[config.mk]
export PLATFORM = sky130hd
export DESIGN_NAME = ams_converter
export DESIGN_NICKNAME = d
export VERILOG_FILES = /design/src/ams_regmem.v /design/src/ams_converter.v
export VERILOG_INCLUDE_DIRS = /design/src
export SDC_FILE = /design/constraint.sdc
export NUM_CORES = 1
export LEC_CHECK = 0
export ABC_AREA = 1
export BUFFER_PORTS_ARGS = -buffer_cell sky130_fd_sc_hd__buf_2
export CORE_ASPECT_RATIO = 1.25
export CORE_UTILIZATION = 45
export CTS_CLUSTER_DIAMETER = 200
export DETAILED_ROUTE_END_ITERATION = 7
export PLACE_DENSITY_LB_ADDON = 0.05
export SLEW_MARGIN = 40
export SYNTH_ARGS = -nofsm -noshare
export SYNTH_HDL_FRONTEND = slang
export SYNTH_SLANG_ARGS = --single-unit
[constraint.sdc]
create_clock -name clk -period 6.6 [get_ports clk]
set_clock_uncertainty 0.15 [all_clocks]
set_input_delay 0.66 -clock clk [delete_from_list [all_inputs] [get_ports clk]]
set_output_delay 0.66 -clock clk [all_outputs]
set_load 0.03 [all_outputs]
[src/ams_map.vh]
// Register offsets, field positions, command codes and reset values of the converter.
`ifndef AMS_MAP_VH
`define AMS_MAP_VH

// ----------------------------------------------------------------------------
// Register offsets (five-bit register address space)
// ----------------------------------------------------------------------------
`define AMS_REG_RATE        5'h02
`define AMS_REG_DELAY       5'h03
`define AMS_REG_PIN_DIR     5'h04
`define AMS_REG_PIN_LEVEL   5'h05
`define AMS_REG_GAIN        5'h10

// ----------------------------------------------------------------------------
// Command bytes and frame layout
// ----------------------------------------------------------------------------
`define AMS_CMD_RESET       8'h06
`define AMS_CMD_START       8'h08
`define AMS_CMD_READ        8'h12
`define AMS_CMD_REGISTER_WRITE_CMD_TOP    3'h2
`define AMS_CMD_RREG_TOP    3'h1
`define AMS_FILL_BYTE       8'hff
`define AMS_IDX_LAST_CMD    4'h3
`define AMS_IDX_STATUS      4'h4
`define AMS_IDX_MSB         4'h5
`define AMS_IDX_MID         4'h6
`define AMS_IDX_LSB         4'h7
`define AMS_IDX_CHECK       4'h8
`define AMS_IDX_MAX         4'hf
`define AMS_BIT_LAST        3'h7
`define AMS_CHECK_SEED      8'h9b

// ----------------------------------------------------------------------------
// Field positions and reset values
// ----------------------------------------------------------------------------
`define AMS_RATE_BITS       4:0
`define AMS_FILT_BITS       7:5
`define AMS_CON_BITS        3:0
`define AMS_DIR_BITS        7:4
`define AMS_LVL_BITS        3:0
`define AMS_GAIN_BITS       3:0
`define AMS_ROUTE_BITS      6:4
`define AMS_RST_RATE        5'h04
`define AMS_RST_FILT        3'h0
`define AMS_RST_GAIN        4'h0
`define AMS_RST_NIB         4'h0
`define AMS_SYNC_RST        7'h02
`define AMS_FIFO_DEPTH      2'h2

`endif

[src/ams_regmem.v]
// Register memory of the converter with a registered read port.
module ams_regmem (
	input  wire       clk,
	input  wire       rst_n,
	input  wire       we,
	input  wire [4:0] waddr,
	input  wire [7:0] wdata,
	input  wire [4:0] raddr,
	output reg  [7:0] rdata_r
);
	reg [7:0] mem [0:31];

	// ------------------------------------------------------------------------
	// Storage and read port
	// ------------------------------------------------------------------------
	// Contents are not cleared by reset; the live copies in the top hold defaults.
	always @(posedge clk) begin
		if (we) begin
			mem[waddr] <= wdata;
		end
	end

	// The read word is held in a flop so readback never sees a half-written cell.
	always @(posedge clk or negedge rst_n) begin
		if (!rst_n) begin
			rdata_r <= 8'h00;
		end else begin
			rdata_r <= mem[raddr];
		end
	end
endmodule

[src/ams_converter.v]
// Serial control, pin logic and result path of the converter with multiplexer steering pins.
`include "ams_map.vh"
module ams_converter (
	input  wire        clk,
	input  wire        resetn,
	input  wire        sclk,
	input  wire        cs_n,
	input  wire        mosi,
	output reg         miso_r,
	output reg         miso_oe_n_r,
	output reg         result_ready_n_r,
	input  wire [3:0]  gpio_in,
	output reg  [3:0]  gpio_out_r,
	output reg  [3:0]  gpio_oe_n_r,
	input  wire        sample_valid,
	input  wire [23:0] sample_data,
	output reg         sample_ready_r,
	output reg  [4:0]  rate_field_r,
	output reg  [2:0]  filter_field_r,
	output reg  [3:0]  gain_field_r,
	output reg  [2:0]  input_route_field_r
);
	// ------------------------------------------------------------------------
	// Reset release and input synchronisers
	// ------------------------------------------------------------------------
	reg        rst_a_r;
	reg        rst_n;
	wire [6:0] raw = {gpio_in, mosi, cs_n, sclk};
	reg  [6:0] s1_r;
	reg  [6:0] s2_r;
	reg  [6:0] s3_r;
	reg  [6:0] stab_r;
	wire [6:0] chg;

	// Reset is asserted at once and released two edges later.
	always @(posedge clk or negedge resetn) begin
		if (!resetn) begin
			rst_a_r <= 1'b0;
			rst_n   <= 1'b0;
		end else begin
			rst_a_r <= 1'b1;
			rst_n   <= rst_a_r;
		end
	end

	// Idle levels of the pins after reset, one bit per synchroniser.
	localparam [6:0] SYNC_INIT = `AMS_SYNC_RST;

	// Three flops per pin; a level counts once the second and third agree.
	genvar g;
	generate
		for (g = 0; g < 7; g = g + 1) begin : g_sync
			always @(posedge clk or negedge rst_n) begin
				if (!rst_n) begin
					s1_r[g]   <= SYNC_INIT[g];
					s2_r[g]   <= SYNC_INIT[g];
					s3_r[g]   <= SYNC_INIT[g];
					stab_r[g] <= SYNC_INIT[g];
				end else begin
					s1_r[g] <= raw[g];
					s2_r[g] <= s1_r[g];
					s3_r[g] <= s2_r[g];
					if (chg[g]) begin
						stab_r[g] <= s3_r[g];
					end
				end
			end
			assign chg[g] = (s2_r[g] == s3_r[g]) && (s3_r[g] != stab_r[g]);
		end
	endgenerate

	wire sel    = ~stab_r[1];
	wire sel_on = chg[1] & ~s3_r[1];
	wire sel_off = chg[1] & s3_r[1];
	wire rise   = sel & chg[0] & s3_r[0];
	wire fall   = sel & chg[0] & ~s3_r[0];
	wire din    = s3_r[2];

	// ------------------------------------------------------------------------
	// Two-entry result buffer
	// ------------------------------------------------------------------------
	reg [23:0] fifo_r [0:1];
	reg        wp_r;
	reg        rp_r;
	reg  [1:0] cnt_r;
	reg  [1:0] cnt_nxt;
	reg        running_r;
	reg [23:0] res_r;
	reg        res_full_r;
	reg [23:0] snap_r;
	wire       push = sample_valid & sample_ready_r;
	wire       pop  = (cnt_r != 2'h0) & ~res_full_r;

	always @* begin
		cnt_nxt = cnt_r + {1'b0, push} - {1'b0, pop};
	end

	// Ready is registered from the next fill level, so a push always finds room.
	always @(posedge clk or negedge rst_n) begin
		if (!rst_n) begin
			wp_r           <= 1'b0;
			rp_r           <= 1'b0;
			cnt_r          <= 2'h0;
			sample_ready_r <= 1'b0;
		end else begin
			cnt_r          <= cnt_nxt;
			sample_ready_r <= running_r && (cnt_nxt < `AMS_FIFO_DEPTH);
			if (push) begin
				wp_r <= ~wp_r;
			end
			if (pop) begin
				rp_r <= ~rp_r;
			end
		end
	end

	// Buffer words need no reset; they are only read after a push has filled them.
	always @(posedge clk) begin
		if (push) begin
			fifo_r[wp_r] <= sample_data;
		end
	end

	// ------------------------------------------------------------------------
	// Serial slave, mode 1: shift out on rising, sample on falling
	// ------------------------------------------------------------------------
	reg  [2:0] bit_r;
	reg  [3:0] byte_r;
	reg  [7:0] rx_r;
	reg  [7:0] tx_r;
	reg  [7:0] cmd_r;
	reg  [7:0] arg_r;
	reg  [7:0] tx_nxt;
	reg  [3:0] con_r;
	reg  [3:0] dir_r;
	reg  [3:0] lvl_r;
	reg  [7:0] stat_r;
	wire [7:0] rxb      = {rx_r[6:0], din};
	wire       byte_end = fall && (bit_r == `AMS_BIT_LAST);
	wire [3:0] idx_nxt  = (byte_r == `AMS_IDX_MAX) ? byte_r : byte_r + 4'h1;
	wire [7:0] rdata;
	wire [7:0] status   = {stab_r[6:3] & con_r & dir_r, 2'h0, running_r, res_full_r};
	// The check covers the status byte as sent, not the live one, which may move meanwhile.
	wire [7:0] check    = stat_r ^ snap_r[23:16] ^ snap_r[15:8] ^ snap_r[7:0] ^ `AMS_CHECK_SEED;
	wire       is_register_write_cmd  = (cmd_r[7:5] == `AMS_CMD_REGISTER_WRITE_CMD_TOP);
	wire       cmd_done = byte_end && (byte_r == `AMS_IDX_LAST_CMD);

	// Next byte to send: echo of the first three command bytes, then the read payload.
	always @* begin
		tx_nxt = 8'h00;
		if (idx_nxt <= `AMS_IDX_LAST_CMD) begin
			tx_nxt = rxb;
		end else if (cmd_r == `AMS_CMD_READ) begin
			case (idx_nxt)
				`AMS_IDX_STATUS: tx_nxt = status;
				`AMS_IDX_MSB:    tx_nxt = snap_r[23:16];
				`AMS_IDX_MID:    tx_nxt = snap_r[15:8];
				`AMS_IDX_LSB:    tx_nxt = snap_r[7:0];
				`AMS_IDX_CHECK:  tx_nxt = check;
				default:         tx_nxt = 8'h00;
			endcase
		end else if (cmd_r[7:5] == `AMS_CMD_RREG_TOP && idx_nxt == `AMS_IDX_STATUS) begin
			tx_nxt = rdata;
		end
	end

	// Bit engine; the first byte out is always the fill byte.
	always @(posedge clk or negedge rst_n) begin
		if (!rst_n) begin
			bit_r       <= 3'h0;
			byte_r      <= 4'h0;
			rx_r        <= 8'h00;
			tx_r        <= 8'h00;
			cmd_r       <= 8'h00;
			arg_r       <= 8'h00;
			stat_r      <= 8'h00;
			miso_r      <= 1'b0;
			miso_oe_n_r <= 1'b1;
		end else if (sel_on) begin
			bit_r       <= 3'h0;
			byte_r      <= 4'h0;
			tx_r        <= `AMS_FILL_BYTE;
			miso_oe_n_r <= 1'b0;
		end else if (sel_off) begin
			miso_oe_n_r <= 1'b1;
		end else if (rise) begin
			miso_r <= tx_r[7];
			tx_r   <= {tx_r[6:0], 1'b0};
		end else if (fall) begin
			rx_r  <= rxb;
			bit_r <= bit_r + 3'h1;
			if (byte_end) begin
				byte_r <= idx_nxt;
				tx_r   <= tx_nxt;
				if (idx_nxt == `AMS_IDX_STATUS) begin
					stat_r <= status;
				end
				if (byte_r == 4'h0) begin
					cmd_r <= rxb;
				end
				if (byte_r == 4'h1) begin
					arg_r <= rxb;
				end
			end
		end
	end

	// ------------------------------------------------------------------------
	// Commands, live registers and steering pins
	// ------------------------------------------------------------------------
	wire read_go = byte_end && (byte_r == 4'h0) && (rxb == `AMS_CMD_READ);
	wire wr_go   = cmd_done && is_register_write_cmd;

	ams_regmem u_mem (
		.clk     (clk),
		.rst_n   (rst_n),
		.we      (wr_go),
		.waddr   (cmd_r[4:0]),
		.wdata   (arg_r),
		.raddr   (cmd_r[4:0]),
		.rdata_r (rdata)
	);

	// A frame's writes and reset/start commands act once all four command bytes are in; a read acts after its first byte.
	always @(posedge clk or negedge rst_n) begin
		if (!rst_n) begin
			running_r           <= 1'b0;
			rate_field_r        <= `AMS_RST_RATE;
			filter_field_r      <= `AMS_RST_FILT;
			gain_field_r        <= `AMS_RST_GAIN;
			input_route_field_r <= 3'h0;
			con_r               <= `AMS_RST_NIB;
			dir_r               <= `AMS_RST_NIB;
			lvl_r               <= `AMS_RST_NIB;
		end else if (cmd_done && cmd_r == `AMS_CMD_RESET) begin
			running_r           <= 1'b0;
			rate_field_r        <= `AMS_RST_RATE;
			filter_field_r      <= `AMS_RST_FILT;
			gain_field_r        <= `AMS_RST_GAIN;
			input_route_field_r <= 3'h0;
			con_r               <= `AMS_RST_NIB;
			dir_r               <= `AMS_RST_NIB;
			lvl_r               <= `AMS_RST_NIB;
		end else if (cmd_done && cmd_r == `AMS_CMD_START) begin
			running_r <= 1'b1;
		end else if (wr_go) begin
			case (cmd_r[4:0])
				`AMS_REG_RATE: begin
					rate_field_r   <= arg_r[`AMS_RATE_BITS];
					filter_field_r <= arg_r[`AMS_FILT_BITS];
				end
				`AMS_REG_PIN_DIR: begin
					con_r <= arg_r[`AMS_CON_BITS];
					dir_r <= arg_r[`AMS_DIR_BITS];
				end
				`AMS_REG_PIN_LEVEL: lvl_r <= arg_r[`AMS_LVL_BITS];
				`AMS_REG_GAIN: begin
					gain_field_r        <= arg_r[`AMS_GAIN_BITS];
					input_route_field_r <= arg_r[`AMS_ROUTE_BITS];
				end
				default: ;
			endcase
		end
	end

	// A pin drives only when connected and set as output; others float.
	always @(posedge clk or negedge rst_n) begin
		if (!rst_n) begin
			gpio_out_r  <= 4'h0;
			gpio_oe_n_r <= 4'hf;
		end else begin
			gpio_out_r  <= lvl_r;
			gpio_oe_n_r <= ~(con_r & ~dir_r);
		end
	end

	// ------------------------------------------------------------------------
	// Result holding and ready line
	// ------------------------------------------------------------------------
	// A result waits until read, so slow reads stall the buffer rather than drop.
	always @(posedge clk or negedge rst_n) begin
		if (!rst_n) begin
			res_r            <= 24'h000000;
			res_full_r       <= 1'b0;
			snap_r           <= 24'h000000;
			result_ready_n_r <= 1'b1;
		end else if (pop) begin
			res_r            <= fifo_r[rp_r];
			res_full_r       <= 1'b1;
			result_ready_n_r <= 1'b0;
		end else if (read_go) begin
			snap_r           <= res_r;
			res_full_r       <= 1'b0;
			result_ready_n_r <= 1'b1;
		end
	end
endmodule

==> metrics.cfg, run 1 <==
[timing]
finalSetupTns_ns=0
finalCritPeriodShare_pct=48.2
worstMarginPinSlew_ns=0.812
finalSetupViolCount=0
fin_crit_ns=3.18
slew_headroom_pct=45.8
rsz0062_at_grt=no
layout_setup_ws_ns=3.42
hold_violations=0
holdWs_ns=0.0466
drv_slew=0
fmax_mhz=314

[hold_path]
hold_class=in -> reg

[power_and_ir_drop]
power_density_nw_per_um2=305
p_total_mw=6.46
irDropWorstVdd_mv=0.225
leakage_nw=7.66

[grt]
grt_pass1_wl_um=67600
grtUsageTotal_pct=21.4
grt_pass1_vias=11600
antenna_found_initial=0
grt_overflow_total=0
grt_max_degree=69

[setup_path]
worst_ep_arrival_time_ns=3.22
critPathKind=reg -> reg
critPathMaxFanout=33
startpoint_type=register
worstPathRequired_ns=6.64
cp-end-kind=register

[final_layout]
insertedDiodeCount=0
layout-drive-gt1-share_pct=13.4
stdcell_count=2165
area_growth_pct=13.2
nNetsFinal=1613

[place]
dp.cells=2071
dp_hpwl_um=28900
gp_congestion=0.826
io_buffers=60
place_ws_ns=3.45

[die]
start_util_pct=45.7
core_um2=41000
io_pins=61
dieArea_um2=42400
die_h_um=230
row_count=83
die_w_um=184

[synth]
synth-seq-cells=478
avgSynthCellArea_um2=12.4
synth_compound_area_share_pct=11.6
ys.flop_type=edfxtp_1
synth_edf_count=304
mappedNetlistArea_um2=18700
synthAdderAreaFrac_pct=0.681
synth_warnings=0
synth_cell_types=46
synth_xor_area_share_pct=0.935
synthesis.nets=1546
synth_top_family_by_area=compound AO/OA/AOI/OAI gates
yosys.area_share.simple_pct=11.0
synthesis.instances=1505
yosysSeqAreaShare_pct=72.1
async_flop_share_pct=36.4
synth_mux_area_share_pct=0

[job]
max-cap-violations=0

[clock_tree]
cts_buffer_depth=3
ctsRootBufferMaster=clkbuf_16
tritoncts=built
numCtsBuffers=49
cts.sinks=478
h-tree-depth=2
clock_latency_ns=0.57
cts-resized-gates=0
cts_setup_buffers=0
path_clk_slew_ns=0.06

[drt]
wire_per_inst_um=20.3
viasPerCell=5.20
ant_nets=0
drt_iter0_drc=676
num_vias=11300
finalWirelength_um=43900
first_pass_iters=5
drc=0

[outcome]
status=finished, final reports clean

==> synth_stat cells (11+ instances only) <==
cell	instances	area [um^2]
edfxtp_1	304	9130
clkbuf_1	33	124
a31oi_1	27	169
inv_1	100	375
xnor2_1	14	123
nand4_1	14	87.6
nor2_1	103	387
a21oi_1	85	425
nand2_1	283	1060
dfrtp_1	163	4080
o21ai_0	46	230
a22oi_1	130	976
buf_2	20	100
nor3_1	18	90.1
o21ai_1	38	190
nand3_1	28	140
dfstp_2	11	289
==> placed cells by master (no fill, tap or decap), types with 4 or more instances in the layout <==
cell type	netlist	layout
nor4_1	4	4
inv_1	100	99
nor2_4	2	5
o21ai_2	8	8
dfstp_2	11	11
inv_2	9	10
clkinv_1	1	8
xor2_1	6	6
o21ai_0	46	45
nand4_1	14	14
edfxtp_1	304	304
clkinv_2	0	13
clkbuf_1	33	12
nand2_2	7	7
maj3_1	4	4
nor3_1	18	18
nand2_1	283	283
a31oi_1	27	27
nand3_1	28	28
xnor2_1	14	14
nor2_2	4	7
a22oi_1	130	130
o21ai_1	38	39
a21oi_1	85	85
ha_1	7	7
nor2_1	103	97
clkbuf_16	0	51
buf_2	20	60
buf_4	0	16
dfrtp_1	163	159
==> critical path, cell delays in order (launching register included) <==
cell and delay (ns):
dfrtp_1 0.49, inv_1 0.12, nor2_4 0.59, buf_4 0.49
nand2_2 0.32, nor2_1 0.59
==> per-stage QoR <==
stage	area, um^2	util [%]
after floorplan	18700	-
after global placement	19600	47.7
after detailed placement	19600	47.8
after CTS	21200	51.6
after global routing	21200	51.7
final	21200	51.7
==> path summary, 6_finish.rpt <==
check	from	cells after the start	slack (ns)	to
max	cmd_r[0]	5	3.42	u_mem.mem[1][2]
min	cs_n	1	0.05	s1_r[1]
max reg2reg	cmd_r[0]	5	3.42	u_mem.mem[1][2]
min reg2reg	rst_n	0	0.11	s1_r[6]
max in group asynchronous	rst_n	2	4.81	arg_r[5]
min in group asynchronous	rst_n	0	0.11	s1_r[6]
==> report_power, final <==
group	switching [mW]	total (mW)	internal, mW
combinational	0.246	0.383	0.137
clock	1.13	2.69	1.55
sequential	0.0800	3.39	3.31
==> layer usage <==
| layer | track usage, % | share of wire, % | vias up |
|---|---|---|---|
| li1 | - | - | 5500 |
| met3 | 3.07 | 3.7 | 84 |
| met5 | 0 | 0 | - |
| met4 | 8.13 | 3.3 | 0 |
| met1 | 24.7 | 39 | 5441 |
| met2 | 39.6 | 54 | 230 |
==> area by class of cell <==
cell class | instances | area, um^2
timing repair buffer | 78 | 450
sequential | 478 | 13500
fill | 3624 | 19800
clock inverter | 27 | 214
clock buffer | 65 | 1350
inverter | 110 | 413
tap | 552 | 691
multi-input combinational | 855 | 4570
==> repair_timing <==
| action | 4_1_cts | 5_1_grt |
|---|---|---|
| endpoints found under the setup margin | 0 | 0 |
| hold buffers | 1 | 0 |
| endpoints found under the hold margin | 2 | 0 |
==> flip-flops by register name, summed over array words and instances (netlist names), 5 cells and up <==
signal	cells
s1_r	7
stab_r	6
fifo_r	48
res_r	24
rx_r	7
cmd_r	8
stat_r	6
u_mem.rdata_r	8
rate_field_r	5
arg_r	8
snap_r	24
u_mem.mem	256
tx_r	8
s3_r	6
s2_r	7
==> cells by family after synthesis <==
family | Yosys count
buf+inv | 172
flops | 478
simple gates | 477
xor+xnor | 20
other cells | 1
compound gates | 346
fa+ha+maj | 11
(Power assumes the default switching activity.)
==> run 2, diff against run 1 <==
ABC_AREA = 0   (was 1)
clock period = 2.65 ns   (was 6.6 ns; I/O delays follow)
==> run 2 against run 1 <==
Effect of this change: sequential share of layout area fell by 4.2 points; final area rose by 7.0%; first-iteration DRC count fell by 15%; critical path type unchanged; highest routed layer unchanged.
==> metrics.cfg, run 2 <==
[outcome]
status=finished, final reports clean

[power_and_ir_drop]
pwr-share-seq_pct=53.4
p_clk_share_pct=44.2
irDropWorstVdd_mv=0.529
leakage_nw=8.67
power_density_nw_per_um2=670
switching_share_pct=20.6
p_int_mw=12.1
p_total_mw=15.2
combinationalPowerShare_pct=2.4
p_sw_mw=3.12

[drt]
drt_iter0_drc=575
wl_met2_um=22800
drt-met1-wl_um=16800
top_layer=met4
num_vias=10200
wire_per_inst_um=22.0
first_pass_iters=5
drc=0
finalWirelength_um=42300
wl_met3_um=1340
viasPerCell=5.32
ant_nets=0

[synth]
yosys-top-cells-area=edfxtp_1 48%, dfrtp_1 22%, mux4_2 9.4%, mux2_2 3.4%, mux2i_1 2.1%
async_flop_share_pct=36.4
avgSynthCellArea_um2=16.8
synthesis.instances=1130
ys_top_cells_by_count=304 x edfxtp_1, 163 x dfrtp_1, 79 x mux4_2
synth-seq-cells=478
synth_cell_types=64
synthesis.nets=1171
synth_warnings=0
mappedNetlistArea_um2=18900
yosysSeqAreaShare_pct=71.2
ys.flop_type=edfxtp_1
synth_top_area_share_pct=48.2
synth_top_cell_by_area=edfxtp_1
synth_most_common_cell=edfxtp_1
synth_edf_count=304

[timing]
drv_slew=0
holdWs_ns=0.169
worstMarginPinSlew_ns=0.741
fin_crit_ns=2.53
finalSetupTns_ns=0
slew_headroom_pct=50.6
rsz0062_at_grt=no
fmax_mhz=395
finalCritPeriodShare_pct=95.4
finalSetupViolCount=0
hold_violations=0

[hold_path]
worstHoldPathCells=2
hold_class=in -> reg

[setup_path]
slowest_delay_ns=0.39
critPathMaxFanout=8
cp_slowest_cell=or3_1
crit_chain=ha_2 > nor3b_4 > nand4_4 > buf_4 > or3_1 > or2_4 > inv_1 > buf_6
worst_ep_arrival_time_ns=2.68
worst-path-stages=8
worstPathRequired_ns=2.80
cp-end-kind=register
cp.buffers_inverters=3
cpLargestDelayFamily=simple AND/OR/NAND/NOR gates
critPathKind=reg -> reg
reg2reg_depth=8
startpoint_type=register
ff2ff_setup_slack_ns=0.12

[final_layout]
final_cell_mix=304 x edfxtp_1, 159 x dfrtp_1, 100 x buf_4, 79 x mux4_2, 76 x nand2_1
reg.largest.list=u_mem.mem: 256 flops, fifo_r: 48 flops
nNetsFinal=1372
area_growth_pct=19.7
layout-drive-gt1-share_pct=30.2
largest_reg_flops=256
final_common_cell=edfxtp_1
insertedDiodeCount=0
regMostFlops=u_mem.mem

[clock_tree]
tritoncts=built
h-tree-depth=2
ctsRootBufferMaster=clkbuf_16
clock_latency_ns=0.59
cts.sinks=478
path_clk_slew_ns=0.06
numCtsBuffers=47
cts_buffer_depth=3

[die]
row_count=83
die_h_um=231
dieArea_um2=42900
die_w_um=186
io_pins=61
core_um2=41300
start_util_pct=45.8

[grt]
grt_pass1_wl_um=65600
grt_max_degree=51
antenna_found_initial=0
grt_pass1_vias=10900
grtUsageTotal_pct=20.9
grt_overflow_total=0

[place]
dp_hpwl_um=28800
gp_congestion=0.804
io_buffers=60

[job]
max-cap-violations=0

## run 2: cell types whose count changed in the layout (fill, tap and decap cells not counted), sizes merged, moves of 39 or more
cell and delta:
inv -98, nand2 -217, mux4 +79, buf +97, mux2 +57, o21ai -40, mux2i +39, a22oi -129
a21oi -61
## run 2: per-layer routing
| metal | global-route usage (%) | vias up |
|---|---|---|
| li1 | - | 4726 |
| met1 | 24.8 | 5231 |
| met2 | 38.0 | 182 |
| met3 | 3.08 | 73 |
| met4 | 7.74 | 0 |
| met5 | 0 | - |
## run 2: power groups by stage
stage	Combinational [mW]	Clock, mW	Sequential [mW]
floorplan	0.160	0	8.26
detailed placement	0.333	0	8.25
finish	0.367	6.72	8.10
CTS	0.372	6.90	8.10
global placement	0.327	0	8.25
global route	0.414	7.12	8.11
## run 2: layout make-up
cell class	count	area [um^2]
inverters	12	52.6
fillers	3422	18700
repair buffers	208	1650
well taps	552	691
multi-input cells	584	5250
clock buffers	57	1220
clock inverters	28	304
flip-flops and latches	478	13500
## run 2: final timing paths
check	endpoint	startpoint
min in group asynchronous	s1_r[3]	rst_n
max	u_mem.mem[5][0]	byte_r[0]
min	s1_r[6]	gpio_in[3]
max in group asynchronous	cmd_r[0]	rst_n
min reg2reg	s1_r[3]	rst_n
max reg2reg	u_mem.mem[5][0]	byte_r[0]
## run 2: worst reg2reg max path, cell delays in order, from the launching register on
cell	delay, ns
dfrtp_1	0.35
ha_2	0.22
nor3b_4	0.25
nand4_4	0.15
buf_4	0.19
or3_1	0.39
or2_4	0.30
inv_1	0.10
buf_6	0.14
## run 2: what timing repair did
action	CTS	global route
cloned	0	0
setup buffers	0	0
hold buffers	34	0
endpoints found under the setup margin	64	120
endpoints found under the hold margin	58	0
pin swaps	0	2
gates resized for setup	2	9
## run 2: kinds of logic (layout without fill, tap and decap cells)
family	after synthesis	after routing	share of synthesized area (%)
simple gates	241	241	6.26
fa+ha+maj	13	13	0.779
compound gates	127	127	4.20
buf+inv	68	305	1.43
other cells	1	1	0.0198
mux	175	175	14.8
xor+xnor	27	27	1.25
flops	478	478	71.2
## run 2: metrics by stage
stage | cells | setup WS, ns | instance area (um^2) | util (%)
after CTS | 1919 | 0.0146 | 22600 | 54.8
after global routing | 1919 | 0.00164 | 22700 | 54.9
after floorplan | 1130 | 0.00324 | 19000 | -
after detailed placement | 1800 | -0.0279 | 20800 | 50.2
final | 1919 | 0.121 | 22700 | 54.9
after global placement | 1800 | 0.0373 | 20800 | 50.2
